`src/include/mux_scan_pkg.sv`:
```
// constants, types and field layout for the mux scan sequencer
// ==========================================================================
// Function
// - scan mode when high low, low high
// - scan ignores address; config transparent or held
// - single-ended scan steps all eight channels
// - differential scan steps four adjacent pairs
// - each conversion uses current differential level
// - low mode change clears scan counter
// - start on falling edge; advance one/two
// - address outputs show converted channel, result
// - sixteen by seven sequencer memory with flag
// - program mode: memory access, busy low
// - any mode change resets pointer to zero
// - rising write edge stores and advances pointer
// - last written location carries end flag
// - pointer wraps; later writes start new sequence
// - readback drives seven bits, rest high impedance
// - rising read edge releases pins, advances pointer
// - final location reads end flag one
// - leaving program mode releases busy high
// - run: start converts entry, then pointer advances
// - run outputs show channel, not pointer
// - after end-flag entry pointer returns zero
// - memory persists across all mode changes
// - busy low during conversion, no restart
// - direct mode when both mode pins low
package mux_scan_pkg;

  // ========================================================================
  // register map (byte addresses on the apb side)
  localparam logic [11:0] CTRL_OFFSET   = 12'h000;
  localparam logic [11:0] STATUS_OFFSET = 12'h004;
  localparam logic [11:0] LAST_OFFSET   = 12'h008;
  localparam logic [31:0] CTRL_RESET    = 32'h0000_0001;
  localparam int          CTRL_ENABLE   = 0;

  // ========================================================================
  // conversion timing
  localparam int CONV_TIME_NS  = 1400;
  localparam int CLK_PERIOD_NS = 20;
  localparam int CONV_CYCLES   = (CONV_TIME_NS + CLK_PERIOD_NS - 1) / CLK_PERIOD_NS;
  localparam logic [6:0] CONV_LAST = 7'(CONV_CYCLES - 1);

  // ========================================================================
  // sequencer memory layout: {differential_select, addr[2:0], polarity, gain, end flag}
  localparam int SEQ_DEPTH  = 16;
  localparam int SEQ_WIDTH  = 7;
  localparam int CFG_WIDTH  = 6;
  localparam int S_EOS      = 0;
  localparam int S_GAIN     = 1;
  localparam int S_POL      = 2;
  localparam int S_ADDR_LO  = 3;
  localparam int S_DIFFERENTIAL_SELECT     = 6;
  localparam logic [3:0] PTR_RESET  = 4'h0;
  localparam logic [2:0] SCAN_RESET = 3'h0;

  // ========================================================================
  // modes, coded as {mode_select_high, mode_select_low}
  typedef enum logic [1:0] {
    MODE_DIRECT  = 2'b00,
    MODE_SCAN    = 2'b01,
    MODE_PROGRAM = 2'b10,
    MODE_RUN     = 2'b11
  } mode_type;

  typedef enum logic {
    CONV_IDLE = 1'b0,
    CONV_BUSY = 1'b1
  } conv_state_type;

endpackage

```
`src/include/seq_mem_if.sv`:
```
// carrier between the sequencer control and the sequencer memory
`timescale 1ns/1ps
interface seq_mem_if;
  logic       write_stb;  // store wdata at pointer, advance
  logic       read_adv;   // readback advance
  logic       run_adv;    // run advance, wraps on end flag
  logic       clear_ptr;  // mode change
  logic [5:0] wdata;
  logic [3:0] ptr;
  logic [6:0] rdata;

  modport mem  (input write_stb, read_adv, run_adv, clear_ptr, wdata,
                output ptr, rdata);
  modport ctrl (output write_stb, read_adv, run_adv, clear_ptr, wdata,
                input ptr, rdata);
endinterface

```
`src/rtl/adc_mux_scan_sequencer.sv`:
```
// channel selection control: direct, scan, program, readback and run modes
`timescale 1ns/1ps
module adc_mux_scan_sequencer (
  // clock and reset
  input  wire logic                  pclk,
  input  wire logic                  presetn,
  // apb slave
  input  wire logic [11:0]           paddr,
  input  wire logic                  psel,
  input  wire logic                  penable,
  input  wire logic                  pwrite,
  input  wire logic [31:0]           pwdata,
  output logic      [31:0]           prdata,
  output logic                       pready,
  output logic                       pslverr,
  // mode select pins
  input  wire logic                  mode_select_high,
  input  wire logic                  mode_select_low,
  // strobes
  input  wire logic                  convert_start_n,
  input  wire logic                  write_strobe_n,
  input  wire logic                  read_strobe_n,
  // configuration pins
  input  wire logic                  differential_select,
  input  wire logic                  gain_range_select,
  input  wire logic                  polarity_select,
  input  wire logic [2:0]            channel_address_in,
  // converter core result
  input  wire logic [11:0]           sample_result,
  // analog mux steering
  output logic      [2:0]            mux_channel,
  output logic                       mux_differential,
  output logic                       mux_gain,
  output logic                       mux_polarity,
  output logic                       conversion_active,
  // host side pins
  output logic                       busy_n,
  output logic                       differential_flag_out,
  output logic      [2:0]            channel_address_out,
  output logic      [11:0]           data_out,
  output logic      [11:0]           data_oe
);
  import mux_scan_pkg::*;

  // ==========================================================================
  // declarations
  seq_mem_if             seq ();
  mode_type              mode;
  conv_state_type        conv_state_ff;
  logic                  high_prev_ff;
  logic                  low_prev_ff;
  logic                  cs_prev_ff;
  logic                  wr_prev_ff;
  logic                  rd_prev_ff;
  logic                  mode_change;
  logic                  low_change;
  logic                  start;
  logic                  done;
  logic [6:0]            conv_cnt_ff;
  logic [2:0]            scan_cnt_ff;
  logic [CFG_WIDTH-1:0]  cfg_ff;
  logic [CFG_WIDTH-1:0]  cfg_eff;
  logic [CFG_WIDTH-1:0]  nxt_conv_cfg;
  logic [CFG_WIDTH-1:0]  conv_cfg_ff;
  logic [11:0]           result_ff;
  logic [CFG_WIDTH-1:0]  last_cfg_ff;
  logic                  rb_drive_ff;
  logic [31:0]           ctrl_ff;
  logic [31:0]           prdata_ff;
  logic                  pready_ff;
  logic                  pslverr_ff;
  logic                  busy_n_ff;
  logic                  differential_flag_out_ff;
  logic [2:0]            addr_out_ff;
  logic [11:0]           data_out_ff;
  logic [11:0]           data_oe_ff;
  logic                  apb_setup;

  // ==========================================================================
  // apb address decode, shared by the read and write paths
  function automatic logic [1:0] reg_index(input logic [11:0] addr);
    if (addr == CTRL_OFFSET) begin
      reg_index = 2'h0;
    end else if (addr == STATUS_OFFSET) begin
      reg_index = 2'h1;
    end else if (addr == LAST_OFFSET) begin
      reg_index = 2'h2;
    end else begin
      reg_index = 2'h3;
    end
  endfunction

  // ==========================================================================
  // sequencer memory
  seq_memory u_seq_memory (
    .pclk    (pclk),
    .presetn (presetn),
    .bus     (seq.mem)
  );

  // ==========================================================================
  // pin history; pins are synchronous, one stage gives a clean edge
  always_ff @(posedge pclk or negedge presetn) begin
    if (!presetn) begin
      high_prev_ff <= 1'b0;
      low_prev_ff  <= 1'b0;
      cs_prev_ff   <= 1'b1;
      wr_prev_ff   <= 1'b1;
      rd_prev_ff   <= 1'b1;
    end else begin
      high_prev_ff <= mode_select_high;
      low_prev_ff  <= mode_select_low;
      cs_prev_ff   <= convert_start_n;
      wr_prev_ff   <= write_strobe_n;
      rd_prev_ff   <= read_strobe_n;
    end
  end

  // mode decode and one pulse per mode pin change
  assign mode        = mode_type'({mode_select_high, mode_select_low});
  assign low_change  = mode_select_low ^ low_prev_ff;
  assign mode_change = low_change | (mode_select_high ^ high_prev_ff);

  // ==========================================================================
  // configuration pins: follow while the write strobe is low, held after
  always_ff @(posedge pclk or negedge presetn) begin
    if (!presetn) begin
      cfg_ff <= '0;
    end else if (!write_strobe_n) begin
      cfg_ff <= {differential_select, channel_address_in,
                 polarity_select, gain_range_select};
    end
  end

  // while the strobe is low the pins act directly, without the hold delay
  assign cfg_eff = write_strobe_n ? cfg_ff
                 : {differential_select, channel_address_in,
                    polarity_select, gain_range_select};

  // ==========================================================================
  // conversion start: falling convert strobe, idle, not in program mode
  assign start = cs_prev_ff && !convert_start_n && (conv_state_ff == CONV_IDLE)
              && (mode != MODE_PROGRAM) && ctrl_ff[CTRL_ENABLE];
  assign done  = (conv_state_ff == CONV_BUSY) && (conv_cnt_ff == 7'h00);

  // channel and configuration chosen at the start, per mode
  always_comb begin
    nxt_conv_cfg = cfg_eff;
    case (mode)
      MODE_SCAN: begin
        // address pins ignored; pairs take the even channel as the plus side
        nxt_conv_cfg[4:2] = cfg_eff[5] ? {scan_cnt_ff[2:1], 1'b0}
                                       : scan_cnt_ff;
      end
      MODE_RUN: begin
        nxt_conv_cfg = seq.rdata[SEQ_WIDTH-1:1];
      end
      default: begin
        nxt_conv_cfg = cfg_eff;
      end
    endcase
  end

  // ==========================================================================
  // conversion state and timer; no restart while busy
  always_ff @(posedge pclk or negedge presetn) begin
    if (!presetn) begin
      conv_state_ff <= CONV_IDLE;
      conv_cnt_ff   <= 7'h00;
    end else begin
      case (conv_state_ff)
        CONV_IDLE: begin
          if (start) begin
            conv_state_ff <= CONV_BUSY;
            conv_cnt_ff   <= CONV_LAST;
          end
        end
        CONV_BUSY: begin
          if (done) begin
            conv_state_ff <= CONV_IDLE;
          end else begin
            conv_cnt_ff <= conv_cnt_ff - 7'h01;
          end
        end
        default: begin
          conv_state_ff <= CONV_IDLE;
        end
      endcase
    end
  end

  // configuration captured at the start drives the analog mux all conversion
  always_ff @(posedge pclk or negedge presetn) begin
    if (!presetn) begin
      conv_cfg_ff <= '0;
    end else if (start) begin
      conv_cfg_ff <= nxt_conv_cfg;
    end
  end

  // ==========================================================================
  // scan counter: cleared on low mode pin change, advanced after conversion
  always_ff @(posedge pclk or negedge presetn) begin
    if (!presetn) begin
      scan_cnt_ff <= SCAN_RESET;
    end else if (low_change) begin
      scan_cnt_ff <= SCAN_RESET;
    end else if (done && (mode == MODE_SCAN)) begin
      // step follows the differential level this conversion used
      scan_cnt_ff <= conv_cfg_ff[5] ? scan_cnt_ff + 3'h2
                                    : scan_cnt_ff + 3'h1;
    end
  end

  // ==========================================================================
  // sequencer strobes
  assign seq.clear_ptr = mode_change;
  assign seq.write_stb = (mode == MODE_PROGRAM) && !wr_prev_ff && write_strobe_n
                      && read_strobe_n && !mode_change;
  assign seq.read_adv  = (mode == MODE_PROGRAM) && !rd_prev_ff && read_strobe_n
                      && write_strobe_n && !mode_change;
  assign seq.run_adv   = done && (mode == MODE_RUN);
  assign seq.wdata     = cfg_ff;

  // readback drive flag: falling read strobe enables, rising releases
  always_ff @(posedge pclk or negedge presetn) begin
    if (!presetn) begin
      rb_drive_ff <= 1'b0;
    end else if (mode != MODE_PROGRAM) begin
      rb_drive_ff <= 1'b0;
    end else if (rd_prev_ff && !read_strobe_n && write_strobe_n) begin
      rb_drive_ff <= 1'b1;
    end else if (read_strobe_n) begin
      rb_drive_ff <= 1'b0;
    end
  end

  // ==========================================================================
  // result and the channel it belongs to, captured together at the end
  always_ff @(posedge pclk or negedge presetn) begin
    if (!presetn) begin
      result_ff   <= 12'h000;
      last_cfg_ff <= '0;
    end else if (done) begin
      result_ff   <= sample_result;
      last_cfg_ff <= conv_cfg_ff;
    end
  end

  // ==========================================================================
  // host pins, all from flip-flops
  always_ff @(posedge pclk or negedge presetn) begin
    if (!presetn) begin
      busy_n_ff   <= 1'b1;
      differential_flag_out_ff <= 1'b0;
      addr_out_ff <= 3'h0;
      data_out_ff <= 12'h000;
      data_oe_ff  <= 12'h000;
    end else begin
      // program mode holds busy low; leaving it releases busy
      busy_n_ff <= !((mode == MODE_PROGRAM) || start
                  || ((conv_state_ff == CONV_BUSY) && !done));
      if (rb_drive_ff) begin
        // readback: seven stored bits on differential flag, address and top data pins only
        differential_flag_out_ff <= seq.rdata[S_DIFFERENTIAL_SELECT];
        addr_out_ff <= seq.rdata[S_DIFFERENTIAL_SELECT-1:S_ADDR_LO];
        data_out_ff <= {seq.rdata[S_POL:S_EOS], 9'h000};
        data_oe_ff  <= 12'he00;
      end else begin
        differential_flag_out_ff <= last_cfg_ff[5];
        addr_out_ff <= last_cfg_ff[4:2];
        data_out_ff <= result_ff;
        data_oe_ff  <= (mode == MODE_PROGRAM || read_strobe_n) ? 12'h000 : 12'hfff;
      end
    end
  end

  // ==========================================================================
  // apb slave: answers in the first access cycle, no wait states
  assign apb_setup = psel && !penable && !pready_ff;

  // control register: convert enable gates acceptance of the start strobe
  always_ff @(posedge pclk or negedge presetn) begin
    if (!presetn) begin
      ctrl_ff <= CTRL_RESET;
    end else if (psel && penable && pready_ff && pwrite && (reg_index(paddr) == 2'h0)) begin
      ctrl_ff <= {31'h0000_0000, pwdata[CTRL_ENABLE]};
    end
  end

  // read data, ready and error, all registered
  always_ff @(posedge pclk or negedge presetn) begin
    if (!presetn) begin
      prdata_ff  <= 32'h0000_0000;
      pready_ff  <= 1'b0;
      pslverr_ff <= 1'b0;
    end else if (apb_setup) begin
      pready_ff  <= 1'b1;
      pslverr_ff <= (reg_index(paddr) == 2'h3);
      prdata_ff  <= 32'h0000_0000;
      if (!pwrite) begin
        case (reg_index(paddr))
          2'h0: prdata_ff <= ctrl_ff;
          2'h1: prdata_ff <= {19'h00000, scan_cnt_ff, seq.ptr, mode,
                              conv_state_ff, !busy_n_ff, rb_drive_ff, seq.rdata[S_EOS]};
          2'h2: prdata_ff <= {14'h0000, last_cfg_ff, result_ff};
          default: prdata_ff <= 32'h0000_0000;
        endcase
      end
    end else begin
      pready_ff  <= 1'b0;
      pslverr_ff <= 1'b0;
    end
  end

  // ==========================================================================
  // output wiring
  assign prdata                = prdata_ff;
  assign pready                = pready_ff;
  assign pslverr               = pslverr_ff;
  assign busy_n                = busy_n_ff;
  assign differential_flag_out = differential_flag_out_ff;
  assign channel_address_out   = addr_out_ff;
  assign data_out              = data_out_ff;
  assign data_oe               = data_oe_ff;
  assign mux_channel           = conv_cfg_ff[4:2];
  assign mux_differential      = conv_cfg_ff[5];
  assign mux_polarity          = conv_cfg_ff[1];
  assign mux_gain              = conv_cfg_ff[0];
  assign conversion_active     = (conv_state_ff == CONV_BUSY);
endmodule

```
`src/rtl/seq_memory.sv`:
```
// sixteen by seven sequencer memory with its pointer
`timescale 1ns/1ps
module seq_memory (
  // clock and reset
  input wire logic   pclk,
  input wire logic   presetn,
  // control side
  seq_mem_if.mem     bus
);
  import mux_scan_pkg::*;

  logic [CFG_WIDTH-1:0] data_ff [SEQ_DEPTH];
  logic [SEQ_DEPTH-1:0] eos_ff;
  logic [3:0]           ptr_ff;

  // ==========================================================================
  // pointer: clear has priority; natural 4-bit wrap after sixteen steps
  always_ff @(posedge pclk or negedge presetn) begin
    if (!presetn) begin
      ptr_ff <= PTR_RESET;
    end else if (bus.clear_ptr) begin
      ptr_ff <= PTR_RESET;
    end else if (bus.write_stb || bus.read_adv) begin
      ptr_ff <= ptr_ff + 4'h1;
    end else if (bus.run_adv) begin
      ptr_ff <= eos_ff[ptr_ff] ? PTR_RESET : ptr_ff + 4'h1;
    end
  end

  // ==========================================================================
  // storage: only writes touch it, so contents survive every mode change
  for (genvar i = 0; i < SEQ_DEPTH; i++) begin : g_loc
    always_ff @(posedge pclk or negedge presetn) begin
      if (!presetn) begin
        data_ff[i] <= '0;
        eos_ff[i]  <= 1'b0;
      end else if (bus.write_stb) begin
        // a write at location zero opens a new sequence and erases the rest
        if (bus.ptr == 4'(i)) begin
          data_ff[i] <= bus.wdata;
        end else if (ptr_ff == PTR_RESET) begin
          data_ff[i] <= '0;
        end
        eos_ff[i] <= (ptr_ff == 4'(i));
      end
    end
  end

  assign bus.ptr   = ptr_ff;
  assign bus.rdata = {data_ff[ptr_ff], eos_ff[ptr_ff]};
endmodule

```
`config.mk`:
```
export PLATFORM = sky130hd
export DESIGN_NAME = adc_mux_scan_sequencer
export DESIGN_NICKNAME = d
export VERILOG_FILES = /design/src/include/mux_scan_pkg.sv /design/src/include/seq_mem_if.sv /design/src/rtl/adc_mux_scan_sequencer.sv /design/src/rtl/seq_memory.sv
export SDC_FILE = /design/constraint.sdc
export NUM_CORES = 1
export LEC_CHECK = 0
export ABC_AREA = 1
export BUFFER_PORTS_ARGS = -buffer_cell sky130_fd_sc_hd__buf_4
export CAP_MARGIN = 40
export CORE_MARGIN = 3
export CORE_UTILIZATION = 60
export CTS_BUF_LIST = sky130_fd_sc_hd__clkbuf_4 sky130_fd_sc_hd__clkbuf_8
export CTS_CLUSTER_DIAMETER = 120
export CTS_CLUSTER_SIZE = 12
export DETAILED_ROUTE_END_ITERATION = 10
export GPL_TIMING_DRIVEN = 0
export HOLD_SLACK_MARGIN = 0.02
export PLACE_DENSITY_LB_ADDON = 0.25
export SLEW_MARGIN = 20
export SYNTH_ARGS = -nofsm -noshare
export SYNTH_HDL_FRONTEND = slang
export SYNTH_SLANG_ARGS = --single-unit
```
`constraint.sdc`:
```
create_clock -name pclk -period 7.1 [get_ports pclk]
set_input_delay 1.42 -clock pclk [delete_from_list [all_inputs] [get_ports pclk]]
set_output_delay 1.42 -clock pclk [all_outputs]
set_load 0.005 [all_outputs]
```
==> results.md <==
* Netlist cell types at 40
* Layout net count at 1,423
* Finished Layout Cells at roughly 1,600
* Slew HR at 41.5%
* Synthesized area per cell at between 7 and 8 um^2
* Ys Warns at 0
* Detail Route met2 WL at about 12,000 um
* Final TNS setup at 0 ns
* CTS Hold Bufs at 0
* Req. time, crit path at 7.51 ns
* Die X-Extent at roughly 130 um
* #FFs+latches synth at 203
* Largest net degree at the start of global routing at 83
* Post-DP HPWL at 19,400 um
* Reg clk slew, reported paths at ~0.09 ns
* Layout cells sized above 1 at 14.8%
* Async S/R FF share, synth at 100%
* Placed Cells at 1,534
* Status: finished clean
* Seq. cell area at 5090 um^2
* Die area at about 18,000 um^2
* Hold Path Class: register to register
* LEAKAGE at 5.41 nW
* Final setup violation count at 0
* # rows at 45
* Cells along the critical path: buf_2, inv_1, buf_2, buf_2, buf_2, ha_1, inv_1, nor2_1, buf_2, o21ai_1, buf_2, nand2_1, o21ai_1
* CTS Root Cell: clkbuf_8
* Gr ovfl total at 0
* Htree depth at 1
* Fillcell total at 1,214
* Crit-path max FO at 11
* DRC violations left at 0
* Num CTS Buffers at 20
* Most common cell in the netlist: nand2_1
* Max Freq at 311 MHz
* Synthesis-to-finish area growth at 15.0%
* Max-Cap Viols at 0
* Fin. Hold Viols at 0
* Core Util, Final at a little under three quarters
* Startpoint types: register
* Multi-input gate area at roughly 3800 um^2
* Ant. Diodes at 0
* Met3 WL at between 2000 and 3000 um
* Post-synthesis sequential area ratio at roughly 53%
* Port Buffer Count at 96
* Drt first pass iters at 6
* Worst Setup End Kind: register
* Slowest CP cell: dfrtp_1
* RSZ-0062 raised after global routing: false
* Vias in the first global route at between 8,000 and 9,000
* Gp weighted congestion at 0.933
* CTS tree: yes
* Critical setup path kind: register to register
* Final period util at 45.2%
* Final min period at around 3.2 ns
* Final Max Tran Viols at 0
* IO Pins at 142
* Most Frequent Cell on Critical Path: buf_2
* Clock Skews at 0.0168 ns
* Post-synth top area share at around half
* Crit path from: u_seq_memory.bus.ptr[0]
* Routed vias/inst at 5.63
* Crit path DAT at 3.62 ns
* Area contributors post-synth: dfrtp_1 (51%), nand2_1 (14%), o21ai_0 (7.9%)
* Detailed Route WL at 26,900 um
* Hold_sp: prdata[9]
* GRT Overall Usage at ~30%
* Clk buf depth at 3
* Post-CTS sizing at 0
* Buf+Inv Stages, Crit Path at 8
* First-pass GRT wire length at around 43,000 um
* Metal-1 WL at approximately 11,000 um
* EDFF count, synth at 0
* VDD IR-drop max at ~170 uV
* Die H at between 100 and 150 um
* Routed vias at around 9,000
* Placeable Area at between 15,000 and 20,000 um^2
* Yosys top cell by area: dfrtp_1
* Post-Synthesis Cell Area at roughly 9700 um^2
* Slew @ Worst Pin at slightly below 0.9 ns
* Postcts setup bufs at 0
* Top post-synthesis cells by count: nand2_1 (351), dfrtp_1 (198), o21ai_0 (153)
* Top delay family on crit path: buffers and inverters
* Initial core utilization at 62.4%
* Reg-to-reg startpoint: u_seq_memory.bus.ptr[0]
* PwrDens at 203 nW/um^2
* Clock latency on the worst-skew pair at about 0.52 ns
* Post-DR wirelength/cell at ~17 um
* Max stage delay on crit path at 0.40 ns
* Uppermost layer routed: met4
* Initial antenna violation count at 0
* Top FF cell, synth: dfrtp_1
* Detailed Route Iter0 Violations at 1,130
* CTS Sinks at 203
* Post-synthesis cell count at ~1,200
* ANT nets after route at 0
==> worst min-delay path: cells and delay by family, from the launching register on <==
kind	cells	cell delay [ns]
AND/OR/NAND/NOR	2	0.10
flip-flops	1	0.35
==> metal layers <==
metal	vias up	GRT usage (%)
met5	-	0
met4	0	12.3
met1	4141	43.5
li1	4109	-
met2	465	45.6
met3	87	6.20
==> final cells by class <==
class	count	area share, %
sequential	203	45.8
multi-input combinational	832	34.0
timing repair buffer	98	7.06
buffer	80	3.88
inverter	110	3.72
clock buffer	29	3.14
tap	211	2.38
==> registers in the layout, summed over array words and instances, names as in the netlist, 2 cells and up <==
signal and flops:
last_cfg_ff 6, channel_address_out 3, prdata 18, result_ff 12, u_seq_memory.eos_ff 16, conv_cnt_ff 7, cfg_ff 6, conv_cfg_ff 6
scan_cnt_ff 3, data_out 12, u_seq_memory.bus.ptr 4, data_oe 2, u_seq_memory.data_ff 96
==> worst paths after layout <==
kind	depth (start not counted)	slack, ns	endpoint
hold / removal	2	0.48	prdata[9]
setup reg to reg	13	3.89	u_seq_memory.data_ff[77]
setup / recovery	13	3.89	u_seq_memory.data_ff[77]
max in group asynchronous	3	5.21	u_seq_memory.data_ff[52]
min in group asynchronous	1	0.80	u_seq_memory.data_ff[78]
hold reg to reg	2	0.48	prdata[9]
==> through the flow <==
step	hold slack, ns	power [mW]	setup WS, ns	area, um^2
global route	0.508	2.34	3.67	11100
global placement	0.459	1.55	3.26	10700
detailed placement	0.466	1.56	3.78	10800
CTS	0.486	2.25	3.99	11100
finish	0.485	2.25	3.89	11100
floorplan	0.446	1.42	4.43	9710
==> cells in the final DEF (no fill, tap or decap), drive strengths merged <==
master | Yosys | routed
xor2 | 2 | 2
mux2 | 2 | 2
clkbuf | 32 | 61
nor2 | 130 | 130
buf | 48 | 146
nand2 | 351 | 351
o21ai | 201 | 201
a21boi | 3 | 3
nor3b | 1 | 1
dfrtp | 198 | 198
o211ai | 6 | 6
nor3 | 7 | 7
a211oi | 1 | 1
o21bai | 1 | 1
nand4 | 8 | 8
and3 | 1 | 1
xnor2 | 1 | 1
o31ai | 10 | 10
conb | 1 | 14
inv | 108 | 108
dfstp | 5 | 5
clkinv | 2 | 2
ha | 6 | 6
o22ai | 14 | 14
or2 | 2 | 2
a21oi | 25 | 25
nand3 | 45 | 45
a21o | 1 | 1
==> where the power goes <==
part           switching (mW)  internal (mW)
sequential             0.0190           1.21
clock                   0.389          0.312
combinational           0.215          0.107
==> logic make-up (layout without fill, tap and decap cells) <==
| logic type | Yosys count | in the layout | synth area share, % |
|---|---|---|---|
| compound gates | 262 | 262 | 14.5 |
| xor+xnor | 3 | 3 | 0.272 |
| fa+ha+maj | 6 | 6 | 0.777 |
| buf+inv | 190 | 317 | 8.73 |
| flops | 203 | 203 | 52.7 |
| mux | 2 | 2 | 0.233 |
| other cells | 1 | 14 | 0.0388 |
| simple gates | 545 | 545 | 22.7 |
(Power assumes the default switching activity.)
